[src/shared/bgdd_regs.vh]
// Timing constants for the dual buck gate-drive decode block.
`ifndef BGDD_REGS_VH
`define BGDD_REGS_VH
// Internal clock period in ns.
`define BGDD_CLK_PERIOD_NS 10
// Dead time between one switch turning off and the other turning on, ns.
`define BGDD_DEAD_TIME_NS 20
// Dead time in cycles, least time rounded up.
`define BGDD_DEAD_CYCLES \
   ((`BGDD_DEAD_TIME_NS + `BGDD_CLK_PERIOD_NS - 1) / `BGDD_CLK_PERIOD_NS)
// Three-state hold-off time, ns.
`define BGDD_HOLDOFF_TIME_NS 200
// Hold-off in cycles, least time rounded up.
`define BGDD_HOLDOFF_CYCLES \
   ((`BGDD_HOLDOFF_TIME_NS + `BGDD_CLK_PERIOD_NS - 1) / `BGDD_CLK_PERIOD_NS)
// Width of the per-channel timers.
`define BGDD_CNT_W 8
`endif

[src/design/bgdd_channel.v]
// One channel of gate-drive decode: pulse decode, dead time, three-state.
`timescale 1ns/1ps
`default_nettype none
`include "bgdd_regs.vh"
module bgdd_channel #(
   parameter CNT_W = `BGDD_CNT_W,
   parameter [CNT_W-1:0] DEAD_CYCLES = `BGDD_DEAD_CYCLES,
   parameter [CNT_W-1:0] HOLDOFF_CYCLES = `BGDD_HOLDOFF_CYCLES
) (
   input wire sys_clk,
   input wire rst_n,
   input wire pulse_high,
   input wire pulse_low,
   input wire rectifier_enable,
   output reg high_side_switch_ff,
   output reg low_side_switch_ff,
   output reg tristate_ff
);
   localparam [1:0] ST_OFF = 2'd0;
   localparam [1:0] ST_HS = 2'd1;
   localparam [1:0] ST_LS = 2'd2;
   localparam [1:0] ST_DEAD = 2'd3;

   reg [1:0] state_ff;
   reg [1:0] nxt_state;
   reg [CNT_W-1:0] dead_cnt_ff;
   reg [CNT_W-1:0] nxt_dead_cnt;
   reg [CNT_W-1:0] hold_cnt_ff;
   reg [CNT_W-1:0] nxt_hold_cnt;
   reg nxt_tristate;
   reg want_hs_ff;
   reg nxt_want_hs;
   reg nxt_hs;
   reg nxt_ls;
   wire mid_band;

   // ***************************************************************
   // Three-state detection
   // ***************************************************************
   assign mid_band = ~pulse_high & ~pulse_low;

   always @* begin
      nxt_hold_cnt = hold_cnt_ff;
      nxt_tristate = tristate_ff;
      if (!mid_band) begin
         nxt_hold_cnt = {CNT_W{1'b0}};
         nxt_tristate = 1'b0;
      end else if (hold_cnt_ff >= HOLDOFF_CYCLES) begin
         nxt_tristate = 1'b1;
      end else begin
         nxt_hold_cnt = hold_cnt_ff + {{(CNT_W-1){1'b0}}, 1'b1};
      end
   end

   // ***************************************************************
   // Switch sequencing
   // ***************************************************************
   // Every exit from ST_HS or ST_LS outside three-state passes through ST_DEAD with both off;
   // entry to three-state goes straight to ST_OFF and skips the dead time.
   always @* begin
      nxt_state = state_ff;
      nxt_dead_cnt = dead_cnt_ff;
      nxt_want_hs = want_hs_ff;
      if (nxt_tristate) begin
         nxt_state = ST_OFF;
      end else if (pulse_high) begin
         nxt_want_hs = 1'b1;
      end else if (pulse_low) begin
         nxt_want_hs = 1'b0;
      end
      if (!nxt_tristate) begin
         case (state_ff)
            ST_HS: begin
               if (!nxt_want_hs) begin
                  nxt_state = ST_DEAD;
                  nxt_dead_cnt = {CNT_W{1'b0}};
               end
            end
            ST_LS: begin
               if (nxt_want_hs || !rectifier_enable) begin
                  nxt_state = ST_DEAD;
                  nxt_dead_cnt = {CNT_W{1'b0}};
               end
            end
            ST_DEAD: begin
               if (dead_cnt_ff + {{(CNT_W-1){1'b0}}, 1'b1} >= DEAD_CYCLES)
               begin
                  nxt_state = ST_OFF;
               end else begin
                  nxt_dead_cnt = dead_cnt_ff + {{(CNT_W-1){1'b0}}, 1'b1};
               end
            end
            default: begin
               if (mid_band) begin
                  nxt_state = ST_OFF;
               end else if (nxt_want_hs) begin
                  nxt_state = ST_HS;
               end else if (rectifier_enable) begin
                  nxt_state = ST_LS;
               end
            end
         endcase
      end
      nxt_hs = (nxt_state == ST_HS);
      nxt_ls = (nxt_state == ST_LS) & rectifier_enable;
   end

   always @(posedge sys_clk or negedge rst_n) begin
      if (!rst_n) begin
         state_ff <= ST_OFF;
         dead_cnt_ff <= {CNT_W{1'b0}};
         hold_cnt_ff <= {CNT_W{1'b0}};
         tristate_ff <= 1'b0;
         want_hs_ff <= 1'b0;
         high_side_switch_ff <= 1'b0;
         low_side_switch_ff <= 1'b0;
      end else begin
         state_ff <= nxt_state;
         dead_cnt_ff <= nxt_dead_cnt;
         hold_cnt_ff <= nxt_hold_cnt;
         tristate_ff <= nxt_tristate;
         want_hs_ff <= nxt_want_hs;
         high_side_switch_ff <= nxt_hs;
         low_side_switch_ff <= nxt_ls;
      end
   end
endmodule // bgdd_channel
`default_nettype wire

[src/design/bgdd_top.v]
// Dual-channel buck gate-drive decode top: reset and input sync, channels.
`timescale 1ns/1ps
`default_nettype none
`include "bgdd_regs.vh"
module bgdd_top #(
   parameter CNT_W = `BGDD_CNT_W,
   parameter [CNT_W-1:0] DEAD_CYCLES = `BGDD_DEAD_CYCLES,
   parameter [CNT_W-1:0] HOLDOFF_CYCLES = `BGDD_HOLDOFF_CYCLES
) (
   input wire sys_clk,
   input wire arst_n,
   input wire [1:0] pulse_high,
   input wire [1:0] pulse_low,
   input wire [1:0] rectifier_enable,
   output wire [1:0] high_side_switch,
   output wire [1:0] low_side_switch,
   output wire [1:0] tristate
);
   // ***************************************************************
   // Reset release
   // ***************************************************************
   reg [1:0] rst_sync_ff;
   wire rst_n;

   always @(posedge sys_clk or negedge arst_n) begin
      if (!arst_n) begin
         rst_sync_ff <= 2'b00;
      end else begin
         rst_sync_ff <= {rst_sync_ff[0], 1'b1};
      end
   end
   assign rst_n = rst_sync_ff[1];

   // ***************************************************************
   // Channels
   // ***************************************************************
   // Pins are asynchronous to the internal clock, so each passes two
   // flip-flops; only the second stage reaches the channel logic.
   genvar ch;
   generate
      for (ch = 0; ch < 2; ch = ch + 1) begin : g_ch
         reg [2:0] meta_ff;
         reg [2:0] sync_ff;
         always @(posedge sys_clk or negedge rst_n) begin
            if (!rst_n) begin
               meta_ff <= 3'b000;
               sync_ff <= 3'b000;
            end else begin
               meta_ff <= {rectifier_enable[ch], pulse_low[ch],
                           pulse_high[ch]};
               sync_ff <= meta_ff;
            end
         end
         bgdd_channel #(
            .CNT_W(CNT_W),
            .DEAD_CYCLES(DEAD_CYCLES),
            .HOLDOFF_CYCLES(HOLDOFF_CYCLES)
         ) u_chan (
            .sys_clk(sys_clk),
            .rst_n(rst_n),
            .pulse_high(sync_ff[0]),
            .pulse_low(sync_ff[1]),
            .rectifier_enable(sync_ff[2]),
            .high_side_switch_ff(high_side_switch[ch]),
            .low_side_switch_ff(low_side_switch[ch]),
            .tristate_ff(tristate[ch])
         );
      end
   endgenerate
endmodule // bgdd_top
`default_nettype wire

[config.mk]
export PLATFORM = sky130hd
export DESIGN_NAME = bgdd_top
export DESIGN_NICKNAME = d
export VERILOG_FILES = /design/src/design/bgdd_channel.v /design/src/design/bgdd_top.v
export VERILOG_INCLUDE_DIRS = /design/src /design/src/shared
export SDC_FILE = /design/constraint.sdc
export NUM_CORES = 1
export LEC_CHECK = 0
export BUFFER_PORTS_ARGS = -buffer_cell sky130_fd_sc_hd__buf_2
export CELL_PAD_IN_SITES_DETAIL_PLACEMENT = 0
export CELL_PAD_IN_SITES_GLOBAL_PLACEMENT = 1
export CORE_UTILIZATION = 30
export CTS_BUF_LIST = sky130_fd_sc_hd__clkbuf_8 sky130_fd_sc_hd__clkbuf_16
export CTS_CLUSTER_SIZE = 20
export DETAILED_ROUTE_END_ITERATION = 10
export PLACE_DENSITY_LB_ADDON = 0.1
export REMOVE_ABC_BUFFERS = 1
export SLEW_MARGIN = 20
export SYNTH_ARGS = -nofsm -noshare
export SYNTH_HDL_FRONTEND = slang
export SYNTH_SLANG_ARGS = --single-unit
[constraint.sdc]
create_clock -name sys_clk -period 1.8 [get_ports sys_clk]
set_input_delay 0.36 -clock sys_clk [delete_from_list [all_inputs] [get_ports sys_clk]]
set_output_delay 0.36 -clock sys_clk [all_outputs]
set_load 0.005 [all_outputs]
==> impl_metrics.tcl, run 1 <==
set metrics [dict create \
    status "complete, but fails checks" \
    violations "setup timing" \
    antenna_left 0 \
    multi_input_comb_area_mm2 0.00123 \
    initial_core_util_pct 31.5 \
    area_growth_pct 27.4 \
    critPathMaxFanout 2 \
    core_area_mm2 0.00834 \
    yosysSeqAreaShare_pct 55.3 \
    setup_viol_count_final 5 \
    power.density_mw_per_mm2 1150 \
    cts_made_buffers 9 \
    dp_hpwl_mm 3.31 \
    synth-compound-area-share_pct 15.0 \
    grtUsageTotal_pct 12.5 \
    grt_pass1_vias 1802 \
    fin_ws_ns -0.00974 \
    die_h_um 95.6 \
    cts_sinks 58 \
    max_freq_ghz 0.553 \
    syn-instance-count 230 \
    ys_top_cells_by_area "dfrtp_1 (55%), ha_1 (3.8%), nor2_1 (2.9%), nor2b_1 (2.1%), xor2_1 (2.0%)" \
    cp_data_arrival_time_ns 2.03 \
    synth_area_mm2 0.00263 \
    row_count 33 \
    rsz0062_at_grt "true" \
    wl_per_cell_um 12.8 \
    drive_above_1_share_pct 31.2 \
    diodes 0 \
    layoutNonFillerInstCount 381 \
    layout.nets 288 \
    sw_frac_of_total_pct 29.8 \
    finClkSkew_ns 0.0103 \
    p_int_mw 2.70 \
    regArea_mm2 0.00145 \
    drt_iter0_markers 51 \
    synthSimpleGateAreaFrac_pct 18.7 \
    dpl_cell_area_mm2 0.00294 \
    gp_congestion 0.700 \
    drv_cap 0 \
    ys_top_cells_by_count "dfrtp_1 (58), nor2_1 (20), inv_1 (12), nand2_1 (12)" \
    synthArstFlopShare_pct 100 \
    cts_buffer_depth 2 \
    yosys-mux-area-fraction_pct 0.381 \
    yosys_most_used_dff "dfrtp_1" \
    post-route-cell-area_mm2 0.00335 \
    overflow 0 \
    antenna_found_initial 0 \
    path_clk_slew_ns 0.06 \
    drc 0 \
    synth_cell_types 56 \
    yosysMostFrequentCell "dfrtp_1" \
    switchingPower_mw 1.15 \
    dp.cells 361 \
    final.period_utilization_pct 101 \
    cts_tree "built" \
    grt_max_degree 38 \
    pwr-share-seq_pct 38.9 \
    root_buffer "clkbuf_8" \
    peakVddDrop_uv 424 \
    hp-class "primary input to register" \
    dieArea_mm2 0.00913 \
    ys.warnings.count 0 \
    cp-end-kind "register" \
    synthAdderAreaFrac_pct 3.81 \
    grt_pass1_wl_mm 8.59 \
    synthDominantCellAreaShare_pct 55.3 \
    final-hold-violation-count 0 \
    path_class "register to register" \
    pwr-share-clk_pct 31.6 \
    synth_edf_count 0 \
    synth_seq_cells 58 \
    maxSlewViolCount 0 \
    start_kind "register" \
    firstDrtPassIters 4 \
    htreeDepth 3 \
    min_period_ns 1.81 \
    p_comb_share_pct 29.6 \
    yosys.area_share.xor_xnor_pct 3.00 \
    clk_latency_ns 0.33 \
    yosysTopAreaCell "dfrtp_1" \
    via_count 1753 \
    drt_wl_total_mm 4.89 \
    fill_cells 827 \
    port_buffers 13 \
    die_width_um 95.6 \
    synth_top_family_by_area "simple AND/OR/NAND/NOR gates" \
    io_pins 14 \
    worst-endpoint-required_ns 2.02 \
    viasPerCell 4.60 \
    p_leak_nw 1.52 \
    avgSynthCellArea_um2 11.4 \
]
==> sequential cells by signal (all words and copies together), names as in the netlist <==
register,cells
g_ch.u_chan.dead_cnt_ff,16
g_ch.u_chan.state_ff,4
g_ch.sync_ff,6
g_ch.u_chan.low_side_switch_ff,2
g_ch.u_chan.hold_cnt_ff,16
g_ch.meta_ff,6
g_ch.u_chan.tristate_ff,2
rst_sync_ff,2
g_ch.u_chan.want_hs_ff,2
g_ch.u_chan.high_side_switch_ff,2
==> path summary, 6_finish.rpt <==
check,from,endpoint,slack (ns),depth (start not counted)
setup / recovery,g_ch[1].u_chan.dead_cnt_ff[1],g_ch[1].u_chan.high_side_switch_ff,-0.01,6
hold / removal,rectifier_enable[1],g_ch[1].meta_ff[2],0.14,1
setup reg to reg,g_ch[1].u_chan.dead_cnt_ff[1],g_ch[1].u_chan.high_side_switch_ff,-0.01,6
hold reg to reg,rst_sync_ff[1],g_ch[0].meta_ff[1],0.22,0
max in group asynchronous,rst_sync_ff[1],g_ch[1].u_chan.hold_cnt_ff[2],1.01,1
min in group asynchronous,rst_sync_ff[1],g_ch[0].meta_ff[1],0.22,0
==> timing repair <==
item	4_1_cts	5_1_grt
resized for setup	20	8
hold endpoints to repair	2	0
setup endpoints to repair	20	21
hold buffers	1	0
buffers inserted	3	1
pin swaps	5	5
==> power by group through the flow <==
stage | Clock, mW | Combinational, mW | Sequential [mW]
final | 1.22 | 1.14 | 1.50
after global routing | 1.33 | 1.26 | 1.52
after CTS | 1.28 | 1.10 | 1.50
after detailed placement | 0 | 0.880 | 1.52
after global placement | 0 | 0.888 | 1.52
after floorplan | 0 | 0.578 | 1.55
==> stage by stage <==
step	worst slack [ns]	hold slack [ns]	power [mW]	utilization (%)	setup TNS (ns)
4_1_cts	-0.0329	0.114	3.88	39.4	-0.209
5_1_grt	-0.0951	0.109	4.11	40.1	-1.36
2_1_floorplan	-0.0733	0.0644	2.13	-	-0.581
3_3_place_gp	-0.157	0.146	2.41	35.2	-1.38
3_5_place_dp	-0.204	0.146	2.40	35.2	-1.68
6_report	-0.00974	0.136	3.85	40.1	-0.0237
==> cell type report <==
cell class	count	share of cell area [%]
Sequential cell	58	43.4
Multi-Input combinational cell	152	36.9
Timing Repair Buffer	38	8.23
Clock buffer	12	4.94
Tap cell	105	3.93
Inverter	13	1.46
Clock inverter	3	1.16
==> worst max-delay path, stage by stage, from the launching register on <==
cell       delay [ns]
dfrtp_1          0.38
ha_2             0.19
or4_4            0.52
o21ai_4          0.09
a21o_1           0.14
nand2_2          0.09
a2111oi_4        0.28
==> cells by family after synthesis <==
group	count (synthesis)
XOR/XNOR	9
multiplexers	1
buffers and inverters	20
other	1
AO/OA/AOI/OAI	50
AND/OR/NAND/NOR	83
adder cells (fa/ha/maj)	8
flip-flops	58
==> layer usage <==
metal | GRT usage (%) | wire, um | vias to the layer above | share of wire, %
li1 | - | - | 889 | -
met1 | 16.2 | 2430 | 838 | 50
met2 | 19.1 | 2240 | 19 | 46
met3 | 4.07 | 150 | 7 | 3.1
met4 | 5.60 | 71 | 0 | 1.5
met5 | 0 | 0 | - | 0
==> cell usage in the layout, fill, tap and decap left out, types with 3 or more instances in the layout <==
master    netlist  routed
a211oi_1        5       3
a21boi_0        6       6
a21oi_1         9       7
and2_1          7       7
buf_2           0      13
buf_4           6      21
clkbuf_8        0      12
dfrtp_1        58      57
ha_1            8       5
inv_1          12      13
nand2_1        12      11
nand2b_1        6       5
nand4_1         3       3
nor2_1         20      20
nor2b_1         9       8
nor3_1          6       5
o21ai_0         5       5
xnor2_1         3       3
xor2_1          6       5
No activity file was read; power rests on OpenSTA's default activity.
==> run 2, diff against run 1 <==
ABC_CLOCK_PERIOD_IN_PS = 1800   (was unset)
HOLD_SLACK_MARGIN = 0.08   (was unset)
REMOVE_ABC_BUFFERS = unset   (was 1)
==> run 2 against run 1 <==
The run still ends with setup timing left. Highest routed layer unchanged. Hold slack improved by 0.0030 ns. Combinational power barely moved. Count of clock-buffer cells in the layout is 2 lower. Setup slack worse by 0.027 ns. Fmax fell by 1.5%. Sequential cell count did not move. Non-clock buffer count unchanged. Clock power shrank 19%. Via count is 4.8% higher.
==> impl_metrics.tcl, run 2 (synthesis gave the netlist of run 1 again) <==
set metrics [dict create \
    dpl_cell_area_mm2 0.00297 \
    worst-endpoint-required_ns 2.01 \
    setup_viol_count_final 8 \
    diodes 0 \
    cts_buffer_depth 2 \
    switchingPower_mw 1.17 \
    wl_per_cell_um 13.1 \
    post-route-cell-area_mm2 0.00332 \
    viasPerCell 4.84 \
    cts_tree "built" \
    initial_core_util_pct 31.5 \
    power.total_mw 3.67 \
    port_buffers 13 \
    firstDrtPassIters 4 \
    hp-class "primary input to register" \
    drv_cap 0 \
    gp_congestion 0.702 \
    maxSlewViolCount 0 \
    htreeDepth 3 \
    dp_hpwl_mm 3.24 \
    rsz0062_at_grt "true" \
    final.period_utilization_pct 102 \
    die_width_um 95.6 \
    antenna_found_initial 0 \
    drt_iter0_markers 69 \
    drive_above_1_share_pct 32.7 \
    layout.nets 288 \
    cts_made_buffers 9 \
    clk_latency_ns 0.33 \
    grt_max_degree 57 \
    sw_frac_of_total_pct 32.0 \
    fin_ws_ns -0.0365 \
    dr_wl_met2_mm 2.37 \
    cp_data_arrival_time_ns 2.05 \
    multi_input_comb_area_mm2 0.00124 \
    min_period_ns 1.84 \
    path_clk_slew_ns 0.06 \
    fill_cells 850 \
    critPathMaxFanout 4 \
    path_class "register to register" \
    peakVddDrop_uv 440 \
    routedLengthMet1_mm 2.37 \
    cpMaxStageDelayCell "dfrtp_2" \
    reg.largest.list "g_ch.u_chan.dead_cnt_ff: 16 flops, g_ch.u_chan.hold_cnt_ff: 16 flops" \
    final-hold-violation-count 0 \
    finClkSkew_ns 0.0116 \
    grt_pass1_vias 1860 \
    area_growth_pct 26.3 \
    grtUsageTotal_pct 12.7 \
    final_cell_mix "dfrtp_1 (55), buf_4 (20), nor2_1 (19)" \
    status "complete, but fails checks" \
    drt_wl_total_mm 4.97 \
    topRoutingLayerUsed "met4" \
    row_count 33 \
    antenna_left 0 \
    die_h_um 95.6 \
    via_count 1838 \
    power.density_mw_per_mm2 1110 \
    layout_commonest_cell "dfrtp_1" \
    violations "setup timing" \
    dieArea_mm2 0.00913 \
    p_leak_nw 1.49 \
    pwr-share-clk_pct 26.9 \
    max_freq_ghz 0.545 \
    drc 0 \
    p_int_mw 2.50 \
    root_buffer "clkbuf_8" \
    p_comb_share_pct 31.6 \
    pwr-share-seq_pct 41.4 \
    wl_met3_um 168 \
    cts_sinks 58 \
    core_area_mm2 0.00834 \
    syn_nets 246 \
    path_cells "ha_4 -> or4_4 -> o21ai_4 -> a21oi_4 -> a211oi_4 -> buf_6 -> nor2b_1" \
    grt_pass1_wl_mm 8.72 \
    cp-end-kind "register" \
    start_kind "register" \
    regArea_mm2 0.00146 \
    overflow 0 \
    io_pins 14 \
    cpPeakStageDelay_ns 0.45 \
]
-- run 2: power groups by stage --
stage | clock network, mW | logic [mW] | registers, mW
floorplan | 0 | 0.616 | 1.54
global placement | 0 | 0.941 | 1.54
detailed placement | 0 | 0.933 | 1.53
CTS | 1.05 | 0.995 | 1.51
global route | 1.10 | 1.28 | 1.54
finish | 0.989 | 1.16 | 1.52
-- run 2: worst paths after layout --
path                                               start                             to  slack [ns]  cells past startpoint
setup / recovery           g_ch[1].u_chan.dead_cnt_ff[0]  g_ch[1].u_chan.dead_cnt_ff[5]       -0.04                      7
hold / removal                             pulse_high[0]             g_ch[0].meta_ff[0]        0.14                      1
setup reg to reg           g_ch[1].u_chan.dead_cnt_ff[0]  g_ch[1].u_chan.dead_cnt_ff[5]       -0.04                      7
hold reg to reg                           rst_sync_ff[1]  g_ch[0].u_chan.dead_cnt_ff[5]        0.24                      1
max in group asynchronous                 rst_sync_ff[1]  g_ch[1].u_chan.dead_cnt_ff[0]        1.27                      1
min in group asynchronous                 rst_sync_ff[1]  g_ch[0].u_chan.dead_cnt_ff[5]        0.24                      1
-- run 2: routing by layer --
| metal | vias up | track usage, % |
|---|---|---|
| li1 | 894 | - |
| met1 | 919 | 16.1 |
| met2 | 19 | 19.6 |
| met3 | 6 | 5.10 |
| met4 | 0 | 4.10 |
| met5 | - | 0 |
-- run 2: layout make-up --
class / count / area share, %
Clock buffer: 10 / 4.15
Clock inverter: 4 / 0.641
Inverter: 13 / 1.47
Multi-Input combinational cell: 152 / 37.5
Sequential cell: 58 / 43.9
Tap cell: 105 / 3.96
Timing Repair Buffer: 38 / 8.41
-- run 2: worst max-delay path, delay by kind of cell (launching register included) --
family / cells / cell delay, ns
DFF: 1 / 0.45
AOI/OAI and AO/OA: 3 / 0.46
adders and majority gates: 1 / 0.17
and+or+nand+nor: 2 / 0.48
buffers and inverters: 1 / 0.17
-- run 2: stage by stage --
step,TNS [ns],hold WS [ns],utilization (%),worst slack (ns),instances
after global placement,-0.0897,0.145,35.6,-0.0182,364
after detailed placement,-0.665,0.148,35.6,-0.0877,364
after floorplan,0,0.0644,-,0.0310,230
final,-0.134,0.139,39.8,-0.0365,380
after CTS,-0.00296,0.117,38.2,-0.00252,380
after global routing,-1.10,0.103,39.8,-0.116,380
-- run 2: timing repair --
| item | 4_1_cts | 5_1_grt |
|---|---|---|
| setup endpoints to repair | 16 | 20 |
| hold buffers | 1 | 0 |
| endpoints found under the hold margin | 2 | 0 |
| buffers inserted | 1 | 0 |
| pin swaps | 1 | 8 |
| resized for setup | 6 | 26 |
